===== src/shared/uafc_pkg.sv =====
// uafc_pkg: register offsets, field positions, reset values and timing counts
// for the per-channel alternate-function control block.
// assumes the host bus is the documented 3-bit address with a line control page select.
package uafc_pkg;
    localparam logic [2:0] ALT_FUNC_ADDR     = 3'h2;
    localparam logic [2:0] LINE_CTRL_PAGE    = 3'h4;
    localparam int         CONCURRENT_WRITE_ENABLE_BIT          = 0;
    localparam int         IR_BIT            = 1;
    localparam int         HDX_BIT           = 2;
    localparam int         LARGE_BIT         = 3;
    localparam int         SNOOP_BIT         = 4;
    localparam int         DLY_LSB           = 5;
    localparam int         DLY_W             = 3;
    localparam logic [7:0] ALT_FUNC_RESET    = 8'h00;
    localparam int         BIT_TIME_DIV_DEF  = 16;
    localparam int         CHANNELS          = 2;
    typedef enum logic [1:0] {
        UAFC_IDLE,
        UAFC_SEND,
        UAFC_HOLD
    } uafc_drv_e;
endpackage : uafc_pkg


===== src/rtl/uafc_ctrl.sv =====
// uafc_ctrl: alternate-function register and its effects for one channel.
// assumes host bus strobes are synchronous single-cycle pulses on clock_i;
// the serial input pin is asynchronous and is synchronised here.
`timescale 1ns/10ps
// Operation
// RL1 - register answers at address 2 only when line control upper bits are 100
// RL2 - concurrent write enable copies every host write to all channels
// RL3 - host enables indirect addressing before setting concurrent write
// RL4 - bit 1 selects infrared mode; host keeps rate at or below 115.2k
// RL5 - half-duplex mode drives driver-enable high while transmit data pending
// RL6 - driver-enable stays high until turnaround delay expires, then low
// RL7 - half-duplex without large-block holds transmit interrupt until shifter empty
// RL8 - large-block mode gives normal transmit interrupts
// RL9 - snoop enable counts only in half-duplex or infrared mode; the timeout interrupt gate uses the raw snoop bit in every mode
// RL10 - half-duplex with snoop receives everything, even while transmitting
// RL11 - without half-duplex or infrared the receiver stays enabled
// RL12 - half-duplex without snoop disables receiver while transmitting
// RL13 - infrared without snoop drops own echo
// RL14 - snoop clear blocks the character timeout interrupt
// RL15 - delay bits 7:5 in bit times, start when empty, cancel on write
// RL16 - reset clears all alternate function bits
module uafc_ctrl #(
    parameter int CHANNELS = uafc_pkg::CHANNELS,
    parameter int BIT_DIV  = uafc_pkg::BIT_TIME_DIV_DEF
) (
    // clock and reset
    input  wire logic                clock_i,
    input  wire logic                reset_n_i,
    // host register port
    input  wire logic [2:0]          addr_i,
    input  wire logic [7:0]          wdata_i,
    input  wire logic                write_i,
    input  wire logic                read_i,
    input  wire logic [7:0]          line_control_register_i,
    output logic [7:0]               rdata_o,
    output logic                     sel_o,
    output logic [CHANNELS-1:0]      channel_write_o,
    input  wire logic [CHANNELS-1:0] channel_select_i,
    // transmitter state of this channel
    input  wire logic                tx_fifo_empty_i,
    input  wire logic                tx_shift_empty_i,
    input  wire logic                tx_fifo_below_thr_i,
    input  wire logic                tx_write_i,
    input  wire logic                bit_tick_i,
    // receiver state of this channel
    input  wire logic                serial_in_i,
    input  wire logic                char_timeout_i,
    // outputs
    output logic                     serial_in_o,
    output logic                     rx_enable_o,
    output logic                     tx_irq_o,
    output logic                     timeout_irq_o,
    output logic                     bus_driver_enable_output_o,
    output logic                     infrared_mode_enable_o,
    output logic                     concurrent_write_enable_o
);
    logic [7:0]       alternate_function_register_q;
    logic [7:0]       alternate_function_register_d;
    logic [2:0]       rx_sync_q;
    logic             rx_level_q;
    logic             tx_irq_q;
    logic             timeout_irq_q;
    logic             rx_enable_q;
    logic [7:0]       rdata_q;

    wire              afr_sel_w;
    wire              afr_wr_w;
    wire              concurrent_write_enable_w;
    wire              ir_w;
    wire              hdx_w;
    wire              large_w;
    wire              snoop_raw_w;
    wire              snoop_w;
    wire              tx_busy_w;
    wire              transmitting_w;
    wire              rx_en_w;
    wire              tx_irq_w;
    wire [2:0]        dly_w;

    function automatic logic afr_hit(input logic [2:0] a, input logic [7:0] line_control_register);
        afr_hit = (a == uafc_pkg::ALT_FUNC_ADDR) && (line_control_register[7:5] == uafc_pkg::LINE_CTRL_PAGE);
    endfunction : afr_hit

    assign afr_sel_w   = afr_hit(addr_i, line_control_register_i); // [RL1]
    assign afr_wr_w    = write_i && afr_sel_w;
    assign sel_o       = afr_sel_w;

    assign concurrent_write_enable_w      = alternate_function_register_q[uafc_pkg::CONCURRENT_WRITE_ENABLE_BIT];
    assign ir_w        = alternate_function_register_q[uafc_pkg::IR_BIT];
    assign hdx_w       = alternate_function_register_q[uafc_pkg::HDX_BIT];
    assign large_w     = alternate_function_register_q[uafc_pkg::LARGE_BIT];
    assign snoop_raw_w = alternate_function_register_q[uafc_pkg::SNOOP_BIT];
    assign dly_w       = alternate_function_register_q[uafc_pkg::DLY_LSB +: uafc_pkg::DLY_W];

    // snoop counts only in half-duplex or infrared mode
    assign snoop_w     = snoop_raw_w && (hdx_w || ir_w); // [RL9]

    // fan host write out to channels
    genvar g;
    generate
        for (g = 0; g < CHANNELS; g++) begin : g_chwr
            assign channel_write_o[g] = write_i && (concurrent_write_enable_w || channel_select_i[g]); // [RL2]
        end
    endgenerate

    assign alternate_function_register_d = afr_wr_w ? wdata_i : alternate_function_register_q;

    assign tx_busy_w      = !tx_fifo_empty_i || !tx_shift_empty_i;
    assign transmitting_w = tx_busy_w || bus_driver_enable_output_o;

    // receiver gating
    assign rx_en_w = !hdx_w ? (!ir_w || snoop_w || !tx_busy_w)    // [RL11] [RL13]
                            : (snoop_w || !transmitting_w);        // [RL10] [RL12]

    // transmit interrupt source
    assign tx_irq_w = (hdx_w && !large_w) ? (tx_shift_empty_i && tx_fifo_empty_i) // [RL7]
                                          : (tx_fifo_below_thr_i || tx_fifo_empty_i); // [RL8]

    uafc_turnaround #(
        .DLY_W (uafc_pkg::DLY_W)
    ) u_turn (
        .clock_i         (clock_i),
        .reset_n_i       (reset_n_i),
        .enable_i        (hdx_w),
        .delay_i         (dly_w),
        .bit_tick_i      (bit_tick_i),
        .tx_busy_i       (tx_busy_w),
        .tx_write_i      (tx_write_i),
        .driver_enable_o (bus_driver_enable_output_o)
    );

    always_ff @(posedge clock_i or negedge reset_n_i) begin
        if (!reset_n_i) begin
            alternate_function_register_q <= uafc_pkg::ALT_FUNC_RESET; // [RL16]
            rx_sync_q                     <= 3'h7;
            rx_level_q                    <= 1'b1;
            tx_irq_q                      <= 1'b0;
            timeout_irq_q                 <= 1'b0;
            rx_enable_q                   <= 1'b1;
            rdata_q                       <= 8'h00;
        end else begin
            alternate_function_register_q <= alternate_function_register_d;
            rx_sync_q                     <= {rx_sync_q[1:0], serial_in_i};
            if (rx_sync_q[1] == rx_sync_q[2]) begin
                rx_level_q <= rx_sync_q[2];
            end
            tx_irq_q      <= tx_irq_w;
            timeout_irq_q <= char_timeout_i && snoop_raw_w && rx_en_w; // [RL14]
            rx_enable_q   <= rx_en_w;
            rdata_q       <= (read_i && afr_sel_w) ? alternate_function_register_q : 8'h00;
        end
    end

    // receiver sees idle high while disabled
    assign serial_in_o               = rx_level_q | ~rx_enable_q;
    assign rx_enable_o               = rx_enable_q;
    assign tx_irq_o                  = tx_irq_q;
    assign timeout_irq_o             = timeout_irq_q;
    assign rdata_o                   = rdata_q;
    assign infrared_mode_enable_o    = ir_w; // [RL4]
    assign concurrent_write_enable_o = concurrent_write_enable_w;
endmodule : uafc_ctrl


===== src/rtl/uafc_turnaround.sv =====
// uafc_turnaround: driver-enable sequencing for one channel in half-duplex bus mode.
// assumes tx_busy_i and tx_write_i come from logic on the same clock.
`timescale 1ns/10ps
module uafc_turnaround #(
    parameter int DLY_W = 3
) (
    // clock and reset
    input  wire logic             clock_i,
    input  wire logic             reset_n_i,
    // control
    input  wire logic             enable_i,
    input  wire logic [DLY_W-1:0] delay_i,
    input  wire logic             bit_tick_i,
    // transmitter state
    input  wire logic             tx_busy_i,
    input  wire logic             tx_write_i,
    // output
    output logic                  driver_enable_o
);
    uafc_pkg::uafc_drv_e state_q;
    uafc_pkg::uafc_drv_e state_d;
    logic [DLY_W-1:0]    count_q;
    logic [DLY_W-1:0]    count_d;
    logic                drive_d;
    wire                 done_w = (count_q == '0) || (bit_tick_i && count_q == DLY_W'(1));

    always_comb begin
        state_d = state_q;
        count_d = count_q;
        case (state_q)
            uafc_pkg::UAFC_IDLE: begin
                if (enable_i && (tx_busy_i || tx_write_i)) begin
                    state_d = uafc_pkg::UAFC_SEND; // [RL5]
                end
            end
            uafc_pkg::UAFC_SEND: begin
                if (!enable_i) begin
                    state_d = uafc_pkg::UAFC_IDLE;
                end else if (!tx_busy_i && !tx_write_i) begin
                    state_d = uafc_pkg::UAFC_HOLD; // [RL15]
                    count_d = delay_i;
                end
            end
            uafc_pkg::UAFC_HOLD: begin
                if (!enable_i) begin
                    state_d = uafc_pkg::UAFC_IDLE;
                end else if (tx_busy_i || tx_write_i) begin
                    state_d = uafc_pkg::UAFC_SEND; // [RL15]
                end else if (done_w) begin
                    state_d = uafc_pkg::UAFC_IDLE; // [RL6]
                    count_d = '0;
                end else if (bit_tick_i) begin
                    count_d = count_q - DLY_W'(1);
                end
            end
            default: begin
                state_d = uafc_pkg::UAFC_IDLE;
            end
        endcase
    end

    assign drive_d = (state_d != uafc_pkg::UAFC_IDLE);

    always_ff @(posedge clock_i or negedge reset_n_i) begin
        if (!reset_n_i) begin
            state_q         <= uafc_pkg::UAFC_IDLE;
            count_q         <= '0;
            driver_enable_o <= 1'b0;
        end else begin
            state_q         <= state_d;
            count_q         <= count_d;
            driver_enable_o <= drive_d; // [RL5] [RL6]
        end
    end
endmodule : uafc_turnaround


===== config.mk =====
export PLATFORM = sky130hd
export DESIGN_NAME = uafc_ctrl
export DESIGN_NICKNAME = d
export VERILOG_FILES = /design/src/shared/uafc_pkg.sv /design/src/rtl/uafc_ctrl.sv /design/src/rtl/uafc_turnaround.sv
export SDC_FILE = /design/constraint.sdc
export NUM_CORES = 1
export LEC_CHECK = 0
export BUFFER_PORTS_ARGS = -buffer_cell sky130_fd_sc_hd__buf_2
export CORE_MARGIN = 10
export CORE_UTILIZATION = 51
export CTS_BUF_LIST = sky130_fd_sc_hd__clkbuf_16
export DETAILED_ROUTE_END_ITERATION = 8
export GPL_TIMING_DRIVEN = 0
export HOLD_SLACK_MARGIN = 0.03
export PLACE_DENSITY = 0.82
export SYNTH_ARGS = -nofsm -noshare
export SYNTH_HDL_FRONTEND = slang
export SYNTH_HIERARCHICAL = 1
export SYNTH_SLANG_ARGS = --single-unit

===== constraint.sdc =====
create_clock -name clock_i -period 3.7 [get_ports clock_i]
set_clock_uncertainty 0.2 [all_clocks]
set_input_delay 1.11 -clock clock_i [delete_from_list [all_inputs] [get_ports clock_i]]
set_output_delay 1.11 -clock clock_i [all_outputs]
set_load 0.02 [all_outputs]

==> flow_summary.ini <==
[die]
die_h_um = 70.08
start_util = 0.5257
fp.coreArea_um2 = 2432
dieArea_um2 = 4911
io_pins = 50
fp-row-count = 18
fp.dieW_um = 70.08

[power_and_ir_drop]
power.switching_mw = 0.2050
vdd_drop_max_mv = 0.3781
power.share.combinational = 0.118
p_seq_frac = 0.437
power.total_mw = 0.8357
swShare = 0.2453
internal-power_mw = 0.6308
leakage_nw = 0.8474
clock_power_share = 0.446
power.density_nw_per_um2 = 499.2

[flow_run]
max_cap_viol_count = 0

[worst_setup_path]
reg2regPathDepth = 5
required_ns = 2.39
startpoint_type = input port
cp-end-kind = output port
r2r_slack_ns = 1.98
worstPathArrival_ns = 2.15
timing.critical_path.fanout_max = 3
setup.worst_path.class = in -> out

[grt]
antenna_found_initial = 0
overflow = 0
grt_start_max_net_pins = 30
track_usage = 0.1409
grt_pass1_vias = 1081
grt_pass1_wl_um = 5499

[cts]
cts.hold.buffers_added = 0
htree_levels = 2
ctsResizeCount = 0
post_cts_buffers = 0
cts_tree = built
clkLatencyLatePin_ns = 0.27
cts_buffer_depth = 2
clock-sinks = 29
path_clk_slew_ns = 0.05
cts_buffers = 5
clock-root-buffer = clkbuf_16

[finish]
area_growth_pct = 30.92
antenna_cells = 0
fin_cells = 184
nNetsFinal = 188
drive_gt1_frac = 0.4610

[synthesis]
yosysUniqueCellTypes = 36
synth-xor-area-share = 0.006849
synth_top_family_by_area = simple AND/OR/NAND/NOR gates
synth_ff_type = dfrtp_1
synth_compound_area_frac = 0.1233
yosys-top-cells-area = dfrtp_1 (47%), dfstp_2 (10%), mux2_2 (7.0%), and2_1 (4.4%), ha_1 (2.9%)
synthSimpleGateAreaFrac = 0.1781
syn_nets = 137
synth-edff-count = 0
synthAdderAreaFrac = 0.03718
syn_area_per_cell_um2 = 12.54
yosysSeqAreaShare = 0.5724
async_reset_ff_frac = 1.000
synth_top_cell_area_share = 0.4697
yosysTopAreaCell = dfrtp_1
netlist_instances = 102
ys_seq_elements = 29
netlist_area_um2 = 1279
yosys_warnings = 6
synth_mux_area_frac = 0.07045

[drt]
drt_iter0_drc = 51
drtPass1Iterations = 4
num_vias = 1000
detail-route-antenna-nets = 0
drc = 0
viasPerCell = 5.435
wirelength_um = 3273
wl_per_cell_um = 17.79

[worst_hold_path]
hold_depth = 0
hold_path.class = reg -> reg

[sta]
setup_ws_ns = 0.2351
max_slew_margin = 0.5794
hold_ws_ns = 0.1579
setup_viol = 0
fin_crit_ns = 3.465
fin_crit_sh = 0.9365
hold_viol_final = 0
drv_slew = 0
fin_setup_tns_ns = 0
worst_pin_slew_ns = 0.6309
rsz0062_at_grt = false
fmax_mhz = 288.6

[placement]
place_congestion = 0.8616
pre_cts_ws_ns = 0.2515
hpwl_um = 2222
dp_cells = 176
numPortBuffers = 44

[status]
status = finished, final reports clean
-- flip-flops by register name, summed over array words and instances, names as in the netlist --
name and flops:
timeout_irq_o 1, rx_enable_o 1, alternate_function_register_q 8, rdata_o 8
rx_level_q 1, u_turn/driver_enable_o 1, tx_irq_o 1, rx_sync_q 3
u_turn/state_q 2, u_turn/count_q 3
-- through the flow --
stage               cell area [um^2]    util
floorplan                       1279       -
global placement                1536  0.6317
detailed placement              1536  0.6317
CTS                             1674  0.6883
global route                    1674  0.6883
finish                          1674  0.6883
-- placed cells by master, fill, tap and decap left out, types with 2 or more instances in the layout --
cell type and count:
nand2_1 7, a21oi_1 2, o21a_1 3, dfrtp_1 24, and2_1 9, nor3b_1 2
a211oi_1 2, dfstp_2 5, o211ai_1 2, o21ai_0 4, nand2b_1 2, buf_2 44
a32oi_1 2, clkinv_1 2, clkbuf_16 5, mux2_2 8, nor2_1 4, ha_1 3
inv_1 3
-- path summary, 6_finish.rpt --
kind / to / start
max: sel_o / line_control_register_i[6]
min: rx_sync_q[1] / rx_sync_q[0]
max reg2reg: u_turn/count_q[2] / u_turn/count_q[0]
min reg2reg: rx_sync_q[1] / rx_sync_q[0]
max in group asynchronous: u_turn/state_q[0] / reset_n_i
min in group asynchronous: u_turn/count_q[2] / reset_n_i
-- final cells by class --
| cell class | count | area (um^2) |
|---|---|---|
| buffer | 1 | 3.754 |
| clock buffer | 5 | 125.1 |
| clock inverter | 3 | 12.51 |
| fill | 208 | 758.2 |
| inverter | 3 | 11.26 |
| multi-input combinational | 69 | 531.8 |
| sequential | 29 | 732.0 |
| tap | 30 | 37.54 |
| timing repair buffer | 44 | 220.2 |
-- cells by family after synthesis --
kind of cell | Yosys count
AOI/OAI and AO/OA | 21
xor gates and xnor gates | 1
adders and majority gates | 4
buffers and inverters | 4
DFF | 29
muxes | 8
and+or+nand+nor | 35
-- synth_stat cells (2+ instances only) --
master     n
nor2_1     4
dfstp_2    5
o21a_1     3
nand2b_1   2
a21oi_1    2
a211oi_1   2
nor3b_1    2
inv_1      3
mux2_2     8
and2_1     9
ha_1       3
dfrtp_1   24
o21ai_0    4
a32oi_1    2
nand2_1    7
o211ai_1   2
-- critical path: stages --
cell and delay [ns]:
buf_2 0.10, or4b_4 0.56, nor3b_1 0.18, buf_2 0.20
-- power by group through the flow --
stage | Clock [mW] | Combinational [mW] | Sequential [mW]
final | 0.373 | 0.0983 | 0.365
after global routing | 0.397 | 0.109 | 0.369
after CTS | 0.380 | 0.0996 | 0.365
after detailed placement | 0 | 0.0975 | 0.369
after global placement | 0 | 0.0932 | 0.367
after floorplan | 0 | 0.0456 | 0.376
-- metal layers --
| metal | GRT usage | share of wire | vias to the layer above |
|---|---|---|---|
| met2 | 0.2558 | 0.55 | 35 |
| met4 | 0.07675 | 0.026 | 0 |
| met1 | 0.1363 | 0.37 | 492 |
| li1 | - | - | 461 |
| met5 | 0 | 0 | - |
| met3 | 0.04661 | 0.053 | 12 |
Note: power is estimated with default switching activity, not from simulation.
